File: config.mk
export PLATFORM = sky130hd
export DESIGN_NAME = address_extension_mmu
export DESIGN_NICKNAME = d
export VERILOG_FILES = /design/src/rtl/address_extension_mmu.v
export VERILOG_INCLUDE_DIRS = /design/src /design/src/rtl
export SDC_FILE = /design/constraint.sdc
export NUM_CORES = 1
export LEC_CHECK = 0
export BUFFER_PORTS_ARGS = -buffer_cell sky130_fd_sc_hd__buf_2
export CAP_MARGIN = 15
export CORE_ASPECT_RATIO = 0.75
export CORE_MARGIN = 2
export CORE_UTILIZATION = 30
export DETAILED_ROUTE_END_ITERATION = 7
export PLACE_DENSITY = 0.55
export SLEW_MARGIN = 40
export SYNTH_ARGS = -nofsm -noshare
export SYNTH_HDL_FRONTEND = slang
export SYNTH_SLANG_ARGS = --single-unit
File: constraint.sdc
create_clock -name clk_i -period 4.15 [get_ports clk_i]
set_clock_uncertainty 0.05 [all_clocks]
set_input_delay 0 -clock clk_i [delete_from_list [all_inputs] [get_ports clk_i]]
set_output_delay 0 -clock clk_i [all_outputs]
set_load 0.01 [all_outputs]
File: src/rtl/mmu_defines.vh
/*
  Constants of the address extension unit: register numbers, field positions, reset values.
  Assumes inclusion by the unit's single design file.
*/
`ifndef MMU_DEFINES_VH
`define MMU_DEFINES_VH
`define REG_PAGE_MMU 6'h15
`define REG_DATA_PAGE_0 8'hF0
`define REG_DATA_PAGE_1 8'hF1
`define REG_DATA_PAGE_2 8'hF2
`define REG_DATA_PAGE_3 8'hF3
`define REG_CODE_SEGMENT 8'hF4
`define REG_EXT_MODE2 8'hF6
`define REG_INT_SEGMENT 8'hF8
`define REG_DMA_SEGMENT 8'hF9
`define REG_RELOC_BASE 8'hE0
`define REG_PORT_BASE 8'hF0
`define BIT_SEG_SAVE 6
`define BIT_PAGE_RELOC 5
`define CODE_SEGMENT_RESET 6'h00
`define EXT_MODE2_RESET 8'h00
`define PHYS_RESET 22'h000000
`endif

File: src/rtl/address_extension_mmu.v
/*
  Address extension unit: translates 16-bit virtual addresses into 22-bit physical addresses
  for data, fetch and DMA accesses, and holds the eight page, segment and mode registers.
  Assumes the core supplies a register-file port (page, address, read data mux, write strobe)
  and decodes the segment instructions into the strobes below.
*/
`timescale 1ns/1ps
`include "mmu_defines.vh"
module address_extension_mmu (
  input wire clk_i,
  input wire arst_n_i,
  input wire [5:0] reg_page_i,
  input wire [7:0] reg_addr_i,
  input wire reg_wr_i,
  input wire [7:0] reg_wdata_i,
  output reg [7:0] reg_rdata_o,
  output wire reg_hit_o,
  output wire port_hit_o,
  output wire [1:0] port_index_o,
  input wire seg_load_i,
  input wire [5:0] seg_value_i,
  input wire seg_restore_i,
  input wire int_entry_i,
  input wire int_return_i,
  input wire int_active_i,
  output wire [5:0] push_segment_o,
  input wire prog_data_i,
  input wire fetch_i,
  input wire [15:0] fetch_addr_i,
  output reg [21:0] fetch_phys_o,
  input wire data_i,
  input wire dma_i,
  input wire dma_page_select_i,
  input wire [15:0] data_addr_i,
  output reg [21:0] data_phys_o,
  output wire interrupt_segment_save_o,
  output wire page_reg_relocation_o
);

////////////////////////////////////////////////////////////////////////////////

reg [7:0] data_page_ff [0:3];
reg [5:0] code_segment_ff;
reg [5:0] interrupt_segment_ff;
reg [5:0] dma_segment_ff;
reg [7:0] extended_mode_reg2_ff;
reg [5:0] nxt_code_segment;
reg [21:0] nxt_fetch_phys;
reg [21:0] nxt_data_phys;
reg [7:0] mmu_rdata;
reg [1:0] data_src;

wire on_page21;
wire reloc;
wire seg_save;
wire [1:0] dp_sel;
wire [3:0] dp_onehot;
wire dp_hit;
wire [7:0] page_rdata;
wire code_segment_hit;
wire ext_mode2_hit;
wire int_segment_hit;
wire dma_segment_hit;
wire mmu_hit;

wire [3:0] dp_write;
wire code_segment_write;
wire ext_mode2_write;
wire int_segment_write;
wire dma_segment_write;

wire entry_load;
wire jump_load;
wire stack_load;
wire int_fetch_override;
wire [5:0] fetch_seg;
wire [5:0] dma_seg;
wire [1:0] data_page_index;
wire [7:0] data_page_sel;
wire [21:0] page_phys;

////////////////////////////////////////////////////////////////////////////////
// Decoding functions.

// Returns 1 when addr falls in the four-register window starting at base.
function in_quad;
  input [7:0] addr;
  input [7:0] base;
  begin
    in_quad = (addr[7:2] == base[7:2]);
  end
endfunction

// Returns 1 when page and addr name the given register of the unit's page.
function page21_reg;
  input [5:0] page;
  input [7:0] addr;
  input [7:0] number;
  begin
    page21_reg = (page == `REG_PAGE_MMU) && (addr == number);
  end
endfunction

// Widens a six-bit segment register to a byte whose bits 7:6 read zero.
function [7:0] seg_byte;
  input [5:0] segment;
  begin
    seg_byte = {2'h0, segment};
  end
endfunction

// Places a segment over a full 16-bit virtual address.
function [21:0] segment_phys;
  input [5:0] segment;
  input [15:0] vaddr;
  begin
    segment_phys = {segment, vaddr};
  end
endfunction

////////////////////////////////////////////////////////////////////////////////
// Register decode.

assign on_page21 = (reg_page_i == `REG_PAGE_MMU);
assign reloc = extended_mode_reg2_ff[`BIT_PAGE_RELOC];
assign seg_save = extended_mode_reg2_ff[`BIT_SEG_SAVE];
assign interrupt_segment_save_o = seg_save;
assign page_reg_relocation_o = reloc;

assign dp_sel = reg_addr_i[1:0];
assign dp_onehot = 4'h1 << dp_sel;
// Relocated page registers sit at R224-227, the ports take R240-243 of page 21.
assign dp_hit = reloc ? in_quad(reg_addr_i, `REG_RELOC_BASE) :
                (on_page21 && in_quad(reg_addr_i, `REG_DATA_PAGE_0));
assign port_hit_o = reloc ? (on_page21 && in_quad(reg_addr_i, `REG_PORT_BASE)) :
                    in_quad(reg_addr_i, `REG_RELOC_BASE);
assign port_index_o = reg_addr_i[1:0];

assign code_segment_hit = page21_reg(reg_page_i, reg_addr_i, `REG_CODE_SEGMENT);
assign ext_mode2_hit = page21_reg(reg_page_i, reg_addr_i, `REG_EXT_MODE2);
assign int_segment_hit = page21_reg(reg_page_i, reg_addr_i, `REG_INT_SEGMENT);
assign dma_segment_hit = page21_reg(reg_page_i, reg_addr_i, `REG_DMA_SEGMENT);
assign mmu_hit = code_segment_hit || ext_mode2_hit || int_segment_hit || dma_segment_hit;
assign reg_hit_o = dp_hit || mmu_hit;

////////////////////////////////////////////////////////////////////////////////
// Write enables.

genvar gi;
generate
  for (gi = 0; gi < 4; gi = gi + 1) begin : g_page_write
    assign dp_write[gi] = reg_wr_i && dp_hit && dp_onehot[gi];
  end
endgenerate

assign code_segment_write = reg_wr_i && code_segment_hit;
assign ext_mode2_write = reg_wr_i && ext_mode2_hit;
assign int_segment_write = reg_wr_i && int_segment_hit;
assign dma_segment_write = reg_wr_i && dma_segment_hit;

////////////////////////////////////////////////////////////////////////////////
// Register reads.

assign page_rdata = data_page_ff[dp_sel];

always @* begin
  mmu_rdata = 8'h00;
  case (reg_addr_i)
    `REG_CODE_SEGMENT: begin
      mmu_rdata = seg_byte(code_segment_ff);
    end
    `REG_EXT_MODE2: begin
      mmu_rdata = extended_mode_reg2_ff;
    end
    `REG_INT_SEGMENT: begin
      mmu_rdata = seg_byte(interrupt_segment_ff);
    end
    `REG_DMA_SEGMENT: begin
      mmu_rdata = seg_byte(dma_segment_ff);
    end
    default: begin
      mmu_rdata = 8'h00;
    end
  endcase
end

always @* begin
  reg_rdata_o = 8'h00;
  if (dp_hit) begin
    reg_rdata_o = page_rdata;
  end else if (on_page21) begin
    reg_rdata_o = mmu_rdata;
  end
end

////////////////////////////////////////////////////////////////////////////////
// Registers without reset value.

generate
  for (gi = 0; gi < 4; gi = gi + 1) begin : g_page
    always @(posedge clk_i) begin
      if (dp_write[gi]) begin
        data_page_ff[gi] <= reg_wdata_i;
      end
    end
  end
endgenerate

always @(posedge clk_i) begin
  if (int_segment_write) begin
    interrupt_segment_ff <= reg_wdata_i[5:0];
  end
end

always @(posedge clk_i) begin
  if (dma_segment_write) begin
    dma_segment_ff <= reg_wdata_i[5:0];
  end
end

////////////////////////////////////////////////////////////////////////////////
// Code segment and extended mode register.

assign entry_load = int_entry_i && seg_save;
assign jump_load = seg_load_i;
assign stack_load = seg_restore_i || (int_return_i && seg_save);
assign push_segment_o = code_segment_ff;

// Hardware loads outrank a register write that lands in the same cycle.
always @* begin
  nxt_code_segment = code_segment_ff;
  if (entry_load) begin
    nxt_code_segment = interrupt_segment_ff;
  end else if (jump_load) begin
    nxt_code_segment = seg_value_i;
  end else if (stack_load) begin
    nxt_code_segment = seg_value_i;
  end else if (code_segment_write) begin
    nxt_code_segment = reg_wdata_i[5:0];
  end
end

always @(posedge clk_i or negedge arst_n_i) begin
  if (!arst_n_i) begin
    code_segment_ff <= `CODE_SEGMENT_RESET;
  end else begin
    code_segment_ff <= nxt_code_segment;
  end
end

always @(posedge clk_i or negedge arst_n_i) begin
  if (!arst_n_i) begin
    extended_mode_reg2_ff <= `EXT_MODE2_RESET;
  end else if (ext_mode2_write) begin
    extended_mode_reg2_ff <= reg_wdata_i;
  end
end

////////////////////////////////////////////////////////////////////////////////
// Translation.

localparam SRC_PAGE = 2'h0;
localparam SRC_PROG = 2'h1;
localparam SRC_DMA = 2'h2;

// In service with save clear the interrupt segment stands in for the code segment.
assign int_fetch_override = int_active_i && !seg_save;
assign fetch_seg = int_fetch_override ? interrupt_segment_ff : code_segment_ff;
assign dma_seg = dma_page_select_i ? dma_segment_ff : interrupt_segment_ff;
assign data_page_index = data_addr_i[15:14];
assign data_page_sel = data_page_ff[data_page_index];
// Eight page bits over fourteen offset bits give the 22-bit physical address.
assign page_phys = {data_page_sel, data_addr_i[13:0]};

always @* begin
  nxt_fetch_phys = fetch_phys_o;
  if (fetch_i) begin
    nxt_fetch_phys = segment_phys(fetch_seg, fetch_addr_i);
  end
end

always @* begin
  data_src = SRC_PAGE;
  if (dma_i) begin
    data_src = SRC_DMA;
  end else if (prog_data_i) begin
    data_src = SRC_PROG;
  end
end

always @* begin
  nxt_data_phys = data_phys_o;
  if (data_i) begin
    case (data_src)
      SRC_DMA: begin
        nxt_data_phys = segment_phys(dma_seg, data_addr_i);
      end
      SRC_PROG: begin
        nxt_data_phys = segment_phys(fetch_seg, data_addr_i);
      end
      default: begin
        nxt_data_phys = page_phys;
      end
    endcase
  end
end

// Six segment bits over sixteen offset bits fill the same 22 bits.
always @(posedge clk_i or negedge arst_n_i) begin
  if (!arst_n_i) begin
    fetch_phys_o <= `PHYS_RESET;
  end else begin
    fetch_phys_o <= nxt_fetch_phys;
  end
end

always @(posedge clk_i or negedge arst_n_i) begin
  if (!arst_n_i) begin
    data_phys_o <= `PHYS_RESET;
  end else begin
    data_phys_o <= nxt_data_phys;
  end
end

endmodule // address_extension_mmu

==> results.txt, run 1 <==
----------------------------------------------------
[Pwr]
  Total power after layout ... approximately 2.3 mW
  Reported leakage power ... around 2.7 nW
  Pwr/cell area ... 364 nW/um^2
  Max VDD drop ... 0.213 mV

[STA]
  Final number of setup-violating endpoints ... 0
  Max transition margin ... between 40 and 50%
  Final Hold Vio Count ... 0
  Number of max-slew violations in the final report ... 0
  Setup repair after global routing missed its margin ... no
  Final sum of negative setup slack ... 0 ns
  Final worst-path cycle share ... between 40% and 50%
  Worst Tran Pin Value ... ~0.85 ns
  Worst hold margin ... 0.0539 ns
  Crit path time final ... slightly above 2 ns
  Setup slack of the critical path after layout ... around 2.1 ns
  Achievable clock frequency ... a little under 0.5 GHz

[Run]
  Max_cap viols ... 0

[Place]
  Hpwl dp ... ~9100 um
  Total cell area at the placement stage ... between 5000 and 6000 um^2
  Count of buffers from port buffering ... approximately 140
  GP Congestion ... 0.787
  Placement Setup Slack ... approximately 1.9 ns

[Floorplanning]
  Ports placed on the boundary ... roughly 140
  Core area ... about 15000 um^2
  Die height ... ~110 um
  Number of rows in the core area ... 39
  Die W ... ~150 um
  Effective utilization at floorplan ... between 30% and 40%
  Area of the die ... approximately 17000 um^2

[Detailed routing]
  First-pass iteration count of the detailed router ... 4
  WL/cell ... between 15 and 20 um
  Detailed Route Iter0 Violations ... between 150 and 200
  Number of nets with antenna violations after detailed routing ... 0
  Routed WL ... about 12000 um
  Average vias per placed instance ... between 4 and 5
  Routed via count ... 3382
  Post-route DRC violation count ... 0

[GRT]
  Overall track demand over capacity in global routing ... about 15%
  Wire length of the first global-routing pass ... roughly 19000 um
  Global-route congestion overflow total ... 0
  Vias in the first global route ... ~3500
  Antenna violations before repair ... 0
  Largest net degree at the start of global routing ... ~60

[Finish]
  Share of post-route cells with drive strength above 1 ... 46.6%
  Leading cell types in the layout, fill and taps excluded ... buf_2, dfrtp_1, mux2_2
  # nets final ... roughly 560
  Cell area after layout ... between 6000 and 7000 um^2
  Layout overhead on the synthesized area ... 32.6%
  Antenna diodes ... 0
  Commonest non-fill, non-tap cell in the layout ... buf_2

[Critical path]
  Startpoint of the worst setup timing path ... extended_mode_reg2_ff[5]$_DFFE_PN0P_
  Highest fanout seen on the critical path ... 13
  CP endpoint kind ... register
  FF-to-FF Start ... extended_mode_reg2_ff[5]$_DFFE_PN0P_
  Kind of critical path ... reg2reg
  Type of origin of the critical path ... register
  Data arrival time of the critical path ... 1.97 ns
  Length in cells of the worst reg-to-reg path ... 4
  Required time of the critical path ... slightly above 4 ns

[Run status]
  Status ... finished clean

[Clock network]
  Clock sink total ... about 100
  Maximum clock path buffer count ... 2
  Num CTS Buffers ... 9
  Clk pin slew, worst setup/hold paths ... roughly 0.070 ns
  # H-tree levels ... 3
  Clk root buf ... clkbuf_16
  # resized after CTS ... 0
  TritonCTS clock tree ... yes
  Clock latency on the worst-skew pair ... around 0.34 ns

[Synth]
  Number of warnings reported in the yosys synthesis log ... 0
  Mapped cell area ... about 4700 um^2
  Post-Syn Nets ... roughly 400
  Post-synthesis cell type count ... 40
  Synthesized instance count ... roughly 320
  Share of synthesized area occupied by flip-flops and latches ... about three fifths
  Post-Synthesis Mean Instance Area ... about 15 um^2
  #FFs+latches synth ... between 100 and 150

[Hold path]
  Hold path cells ... 4
  Hold crit path type ... in2reg
  Worst hold start ... seg_value_i[1]

----------------------------------------------------
[cell families after synthesis]
logic type / Yosys count / synth area share [%]
compound gates: 50 / 7.96
flops: 102 / 58.6
buf+inv: 23 / 2.25
simple gates: 52 / 5.93
mux: 92 / 25.2
[critical path: stages, from the launching register on]
cell,delay [ns]
dfrtp_1,0.44
nor2b_1,0.16
a31oi_1,0.05
nor2_2,0.42
and4b_1,0.55
[cells in the mapped netlist, drive strengths merged]
cell     n  share of area, %
a41oi    1              0.34
and4     2              0.37
nor2    19               1.5
and3b    2              0.37
a32o     2              0.42
a21oi   14               1.5
nand2b   3              0.40
mux4    14               6.7
o221a    6               1.4
a31oi    4              0.53
o21ai    1              0.11
clkbuf  10              0.79
and3     2              0.26
nand3    2              0.21
mux2i   24               5.1
and4b    1              0.21
buf     10               1.2
and4bb   2              0.53
a211oi   1              0.26
nor2b    6              0.79
a32oi    1              0.19
o211ai   6              0.95
a21boi   1              0.16
dfrtp   58                31
o22ai    5              0.66
or2      1              0.13
nand2   10              0.79
a22o     6               1.1
or4b     1              0.21
mux2    54                13
or3      1              0.13
edfxtp  44                28
o31ai    1              0.16
a22oi    1              0.16
inv      3              0.24
[path summary, 6_finish.rpt]
check | slack [ns] | endpoint
min in group asynchronous | 0.21 | fetch_phys_o[4]$_DFFE_PN0P_
hold reg to reg | 0.45 | fetch_phys_o[12]$_DFFE_PN0P_
hold / removal | 0.05 | push_segment_o[1]$_DFFE_PN0P_
setup reg to reg | 2.12 | data_page_ff[2][0]$_DFFE_PP_
setup / recovery | 2.12 | data_page_ff[2][0]$_DFFE_PP_
max in group asynchronous | 3.45 | data_phys_o[10]$_DFFE_PN0P_
[registers in the layout, summed over array words and instances (netlist names)]
name,cells
interrupt_segment_ff,6
extended_mode_reg2_ff,8
data_page_ff,32
dma_segment_ff,6
push_segment_o,6
data_phys_o,22
fetch_phys_o,22
[power by group]
part | internal, mW | switching, mW | total [mW] | leakage (nW)
logic | 0.160 | 0.153 | 0.313 | 1.43
clock network | 0.482 | 0.351 | 0.834 | 0.144
registers | 1.10 | 0.0308 | 1.14 | 1.09
[through the flow]
stage / instances / utilization, %
after global routing: 696 / 40.9
after detailed placement: 641 / 36.4
final: 696 / 40.9
after floorplan: 319 / -
after global placement: 641 / 36.4
after CTS: 696 / 40.9
[area by class of cell]
| type | instances | area, um^2 |
|---|---|---|
| fill | 1473 | 9050 |
| sequential | 102 | 2770 |
| multi-input combinational | 194 | 1850 |
| timing repair buffer | 176 | 1080 |
| tap | 205 | 256 |
| clock buffer | 12 | 246 |
| clock inverter | 4 | 47.5 |
| inverter | 3 | 11.3 |
[routing by layer]
metal | GRT usage, % | vias up | part of all wire, %
met4 | 2.54 | 0 | 0.91
met5 | 0 | - | 0
met1 | 21.2 | 1677 | 47
met3 | 4.80 | 9 | 7.2
li1 | - | 1567 | -
met2 | 23.3 | 129 | 45
[what timing repair did]
action / 4_1_cts / 5_1_grt
hold buffers: 39 / 0
setup buffers: 0 / 0
endpoints found under the setup margin: 0 / 0
hold endpoints to repair: 136 / 0
Power figures use the tool's default switching activity.
==> run 2: changes to the inputs <==
Clock period 4.15 ns to 2 ns, I/O delays scaled along.
==> run 2 against run 1 <==
  * Global-route usage up 0.35 points
  * Combinational power up 110%
  * Die area did not move
  * Utilization grew 0.49 points
  * Clock power grew 110%
  * Fmax up 8.5%
  * Worst hold slack improved by 0.010 ns
  * First-iteration DRC count is 14% higher
  * Critical endpoint is now data_page_ff[3][0]$_DFFE_PP_
  * Non-clock buffer count up 8
  * Via count shrank 0.47%
  * Critical path type unchanged
==> results.txt, run 2 (synthesis results as in run 1) <==
----------------------------------------------------
[Run status]
  Status ... finished clean

[Place]
  Hpwl dp ... 9230 um
  Placement Setup Slack ... around 0.13 ns
  Count of buffers from port buffering ... around 140
  Placed Instances ... roughly 650
  GP Congestion ... between 0.7 and 0.8

[Floorplanning]
  Ports placed on the boundary ... approximately 140
  Area of the die ... between 15000 and 20000 um^2
  Die height ... between 100 and 150 um
  Die W ... about 150 um
  Core area ... roughly 15000 um^2
  Number of rows in the core area ... 39
  Effective utilization at floorplan ... a little under a third

[Finish]
  Register bank with the most flops ... data_page_ff
  Share of post-route cells with drive strength above 1 ... a little under half
  Commonest non-fill, non-tap cell in the layout ... buf_2
  Leading cell types in the layout, fill and taps excluded ... buf_2, dfrtp_1, mux2_2
  Flip-flop count of the largest register after layout ... 32
  Layout overhead on the synthesized area ... 34.2%
  Final Instance Count excl. Fillers ... between 700 and 800
  Antenna diodes ... 0
  Final core utilization ... between 40 and 50%
  Leading registers by flop count ... data_page_ff (32), data_phys_o (22), fetch_phys_o (22)
  # nets final ... about 570

[Pwr]
  Internal power ... 3.62 mW
  Reported leakage power ... 2.71 nW
  Share of power burned in the clock network ... 36.8%
  Max VDD drop ... between 0.4 and 0.5 mV
  Sw Pwr ... around 1.2 mW
  Share of total power in combinational logic ... roughly 14%
  Pwr/cell area ... between 700 and 800 nW/um^2
  Fraction of power consumed by sequential logic ... 49.4%
  Fraction of power spent switching nets ... 24.1%

[STA]
  Crit path time final ... between 1.5 and 2 ns
  Worst hold margin ... about 0.064 ns
  Number of max-slew violations in the final report ... 0
  Max transition margin ... roughly 61%
  Final number of setup-violating endpoints ... 0
  Final Hold Vio Count ... 0
  Achievable clock frequency ... 0.536 GHz
  Setup slack of the critical path after layout ... about 0.13 ns
  Final sum of negative setup slack ... 0 ns
  Worst Tran Pin Value ... ~0.59 ns
  Setup repair after global routing missed its margin ... no
  Final worst-path cycle share ... between 90 and 100%

[Critical path]
  Required time of the critical path ... 1.93 ns
  Internal reg-to-reg setup slack ... 0.13 ns
  Data arrival time of the critical path ... 1.80 ns
  Kind of critical path ... reg2reg
  Type of origin of the critical path ... register
  Startpoint of the worst setup timing path ... extended_mode_reg2_ff[5]$_DFFE_PN0P_
  Highest fanout seen on the critical path ... 13
  CP endpoint kind ... register
  Termination of the worst setup path ... data_page_ff[3][0]$_DFFE_PP_
  Length in cells of the worst reg-to-reg path ... 5
  FF-to-FF Start ... extended_mode_reg2_ff[5]$_DFFE_PN0P_
  Reg-to-reg critical path endpoint ... data_page_ff[3][0]$_DFFE_PP_

[Run]
  Max_cap viols ... 0

[Detailed routing]
  First-pass iteration count of the detailed router ... 6
  Detailed Route Iter0 Violations ... 183
  WL/cell ... 18.1 um
  Average vias per placed instance ... between 4 and 5
  Number of nets with antenna violations after detailed routing ... 0
  Routed WL ... 12800 um
  Post-route DRC violation count ... 0
  Routed via count ... ~3400

[Clock network]
  TritonCTS clock tree ... yes
  Clk pin slew, worst setup/hold paths ... 0.07 ns
  Clock latency on the worst-skew pair ... 0.34 ns
  Clk root buf ... clkbuf_16
  Num CTS Buffers ... 9
  Maximum clock path buffer count ... 2
  # H-tree levels ... 3
  Clock sink total ... slightly above 100

[GRT]
  Wire length of the first global-routing pass ... 19900 um
  Vias in the first global route ... 3595
  Overall track demand over capacity in global routing ... between 10% and 20%
  Largest net degree at the start of global routing ... 36
  Global-route congestion overflow total ... 0
  Antenna violations before repair ... 0

[Hold path]
  Worst hold start ... seg_value_i[1]
  Hold crit path type ... in2reg

----------------------------------------------------
[run 2: per-layer routing]
layer | share of wire, % | GRT usage [%] | vias to the layer above
met3 | 8.1 | 4.11 | 5
met1 | 46 | 21.9 | 1656
met5 | 0 | 0 | -
li1 | - | - | 1574
met2 | 46 | 24.4 | 131
met4 | 0.27 | 2.29 | 0
[run 2: power groups by stage]
stage	registers (mW)	logic [mW]	clock network, mW
after floorplan	2.44	0.259	0
after global placement	2.39	0.601	0
after detailed placement	2.40	0.610	0
after CTS	2.36	0.668	1.81
after global routing	2.37	0.722	1.91
final	2.36	0.660	1.76
[run 2: timing repair]
item / in CTS / in global routing
buffers inserted: 0 / 0
hold buffers: 39 / 0
hold endpoints to repair: 103 / 0
gates resized for setup: 0 / 0
[run 2: layout make-up]
cell class                      count  area (um^2)
Multi-Input combinational cell    194         1850
Fill cell                        1455         8980
Clock buffer                       12          278
Timing Repair Buffer              184         1150
Clock inverter                      4         25.0
Inverter                            3         11.3
Tap cell                          205          256
Sequential cell                   102         2770
[run 2: stage by stage]
stage	total power [mW]	instance area, um^2
after floorplan	2.70	4730
after global placement	2.99	5650
after detailed placement	3.01	5650
after CTS	4.83	6340
after global routing	5.00	6340
final	4.77	6340
[run 2: worst min path at each step]
stage | to | cells after the start
after floorplan | data_phys_o[0]$_DFFE_PN0P_ | 0
after global placement | fetch_phys_o[4]$_DFFE_PN0P_ | 1
after detailed placement | fetch_phys_o[4]$_DFFE_PN0P_ | 1
after CTS | push_segment_o[1]$_DFFE_PN0P_ | 4
after global routing | push_segment_o[2]$_DFFE_PN0P_ | 4
final | push_segment_o[1]$_DFFE_PN0P_ | 4
[run 2: critical path, stage by stage (launching register included)]
cell and delay [ns]:
dfrtp_1 0.44, nor2b_1 0.16, a31oi_1 0.05, nor2_1 0.10, buf_4 0.20, and4_1 0.52
==> run 3: changes to the inputs <==
Settings changed: BUFFER_PORTS_ARGS -buffer_cell sky130_fd_sc_hd__buf_2 to -buffer_cell sky130_fd_sc_hd__buf_4, PLACE_DENSITY 0.55 to 0.57.
==> run 3 against run 2 <==
  * Setup slack got worse by 0.0028 ns
  * Sequential cell count unchanged
  * Worst hold slack worse by 0.038 ns
  * Die area did not move
  * Non-clock buffer count is 1 higher
  * Utilization increased by 2.3 points
  * Final area is 5.5% higher
  * First-iteration DRC count is 14% higher
  * Fmax fell by 0.15%
  * Combinational power up 14%
  * Critical endpoint is now reg_hit_o
  * Highest routed layer unchanged
==> results.txt, run 3 (synthesis results as in run 1) <==
----------------------------------------------------
[GRT]
  Overall track demand over capacity in global routing ... about 15%
  Antenna violations before repair ... 0
  Largest net degree at the start of global routing ... about 60
  Wire length of the first global-routing pass ... ~20000 um
  Global-route congestion overflow total ... 0
  Vias in the first global route ... 3583

[Run status]
  Status ... finished clean

[STA]
  Final worst-path cycle share ... between 90% and 100%
  Number of max-slew violations in the final report ... 0
  Final number of setup-violating endpoints ... 0
  Worst Tran Pin Value ... about 0.57 ns
  Max transition margin ... between 60% and 70%
  Setup repair after global routing missed its margin ... no
  Final Hold Vio Count ... 0
  Achievable clock frequency ... between 0.5 and 0.6 GHz
  Worst hold margin ... between 0.02 and 0.03 ns
  Final sum of negative setup slack ... 0 ns
  Crit path time final ... around 1.9 ns

[Critical path]
  Required time of the critical path ... between 1.5 and 2 ns
  FF-to-FF Start ... extended_mode_reg2_ff[5]$_DFFE_PN0P_
  CP endpoint kind ... output pin
  Startpoint of the worst setup timing path ... extended_mode_reg2_ff[5]$_DFFE_PN0P_
  Highest fanout seen on the critical path ... 7
  Kind of critical path ... reg2out
  Type of origin of the critical path ... register
  Data arrival time of the critical path ... 1.82 ns

[Clock network]
  TritonCTS clock tree ... yes
  Num CTS Buffers ... 9
  Clock sink total ... 102
  # H-tree levels ... 3
  Clk pin slew, worst setup/hold paths ... approximately 0.07 ns
  Clock latency on the worst-skew pair ... roughly 0.34 ns
  Clk root buf ... clkbuf_16
  Maximum clock path buffer count ... 2

[Finish]
  Share of post-route cells with drive strength above 1 ... 47.6%
  Final core utilization ... between 40% and 50%
  Register bank with the most flops ... data_page_ff
  # nets final ... about 570
  Cell area after layout ... between 6000 and 7000 um^2
  Area used by multi-input combinational logic ... roughly 1900 um^2
  Layout overhead on the synthesized area ... 41.5%
  Area of all sequential standard cells ... approximately 2800 um^2
  Leading registers by flop count ... data_page_ff (32), data_phys_o (22), fetch_phys_o (22)
  Flip-flop count of the largest register after layout ... 32
  Commonest non-fill, non-tap cell in the layout ... buf_4
  Antenna diodes ... 0
  Leading cell types in the layout, fill and taps excluded ... buf_4, dfrtp_1, mux2_2
  Count of fill cells added during filler insertion ... between 1000 and 1500

[Floorplanning]
  Effective utilization at floorplan ... between 30% and 40%
  Area of the die ... 16800 um^2
  Die height ... between 100 and 150 um
  Core area ... 15300 um^2
  Number of rows in the core area ... 39
  Ports placed on the boundary ... around 140
  Die W ... between 100 and 150 um

[Hold path]
  Hold crit path type ... in2reg
  Worst hold start ... fetch_i

[Run]
  Max_cap viols ... 0

[Detailed routing]
  Post-route DRC violation count ... 0
  Average vias per placed instance ... ~4.9
  First-pass iteration count of the detailed router ... 4
  Routed WL ... ~12000 um
  Detailed Route Iter0 Violations ... 209
  WL/cell ... between 15 and 20 um
  Routed via count ... approximately 3500
  Number of nets with antenna violations after detailed routing ... 0

[Place]
  Hpwl dp ... ~9000 um
  GP Congestion ... 0.770
  Count of buffers from port buffering ... between 100 and 150
  Total cell area at the placement stage ... ~6000 um^2

[Pwr]
  Pwr/cell area ... roughly 740 nW/um^2
  Max VDD drop ... roughly 0.36 mV
  Reported leakage power ... 2.81 nW

----------------------------------------------------
-- run 3: cell types whose count changed in the layout (fill, tap and decap cells not counted), moves of 2 or more --
cell	change
clkbuf_8	-2
clkinv_2	-2
bufinv_16	+2
buf_4	+137
clkbuf_1	+3
buf_2	-136
-- run 3: worst max-delay path, stage by stage (launching register included) --
cell     delay, ns
dfrtp_1       0.44
nor2b_1       0.16
a31oi_1       0.18
nor2_2        0.10
buf_4         0.16
or2_2         0.29
buf_4         0.15
-- run 3: metrics by stage --
step,power [mW],std cells,worst slack [ns]
floorplan,2.70,319,0.225
global placement,3.09,650,0.208
detailed placement,3.10,650,0.0964
CTS,5.00,705,0.0703
global route,5.15,705,0.0198
finish,4.92,705,0.130
-- run 3: repair_timing --
item                                    4_1_cts  5_1_grt
hold buffers                                 39        0
resized for setup                             0        2
endpoints found under the setup margin        0       24
setup buffers                                 0        0
endpoints found under the hold margin       140        0
-- run 3: final cells by class --
class                           count  share of cell area, %
Multi-Input combinational cell    194                   27.7
Tap cell                          205                   3.83
Clock inverter                      4                   1.07
Clock buffer                       12                   3.53
Sequential cell                   102                   41.4
Timing Repair Buffer              185                   22.3
Inverter                            3                  0.168
-- run 3: path summary, 6_finish.rpt --
path                                                         to  slack (ns)  depth (start not counted)
setup / recovery                                      reg_hit_o        0.13                          6
hold / removal                     fetch_phys_o[21]$_DFFE_PN0P_        0.03                          2
setup reg to reg                   data_page_ff[3][1]$_DFFE_PP_        0.21                          4
hold reg to reg                    fetch_phys_o[13]$_DFFE_PN0P_        0.46                          1
max in group asynchronous           data_phys_o[14]$_DFFE_PN0P_        1.33                          2
min in group asynchronous  extended_mode_reg2_ff[6]$_DFFE_PN0P_        0.16                          2
-- run 3: where the power goes --
part | total [mW] | internal (mW) | switching (mW)
Sequential | 2.36 | 2.29 | 0.0698
Combinational | 0.750 | 0.431 | 0.319
Clock | 1.81 | 1.09 | 0.717
Total | 4.92 | 3.82 | 1.11
-- run 3: metal layers --
metal  routed length (um)  GRT usage (%)  up-vias
met5                    0              0        -
met4                   58           2.67        0
met3                 1080           4.72        7
met2                 5760           24.4      140
met1                 5600           21.0     1722
li1                     -              -     1586
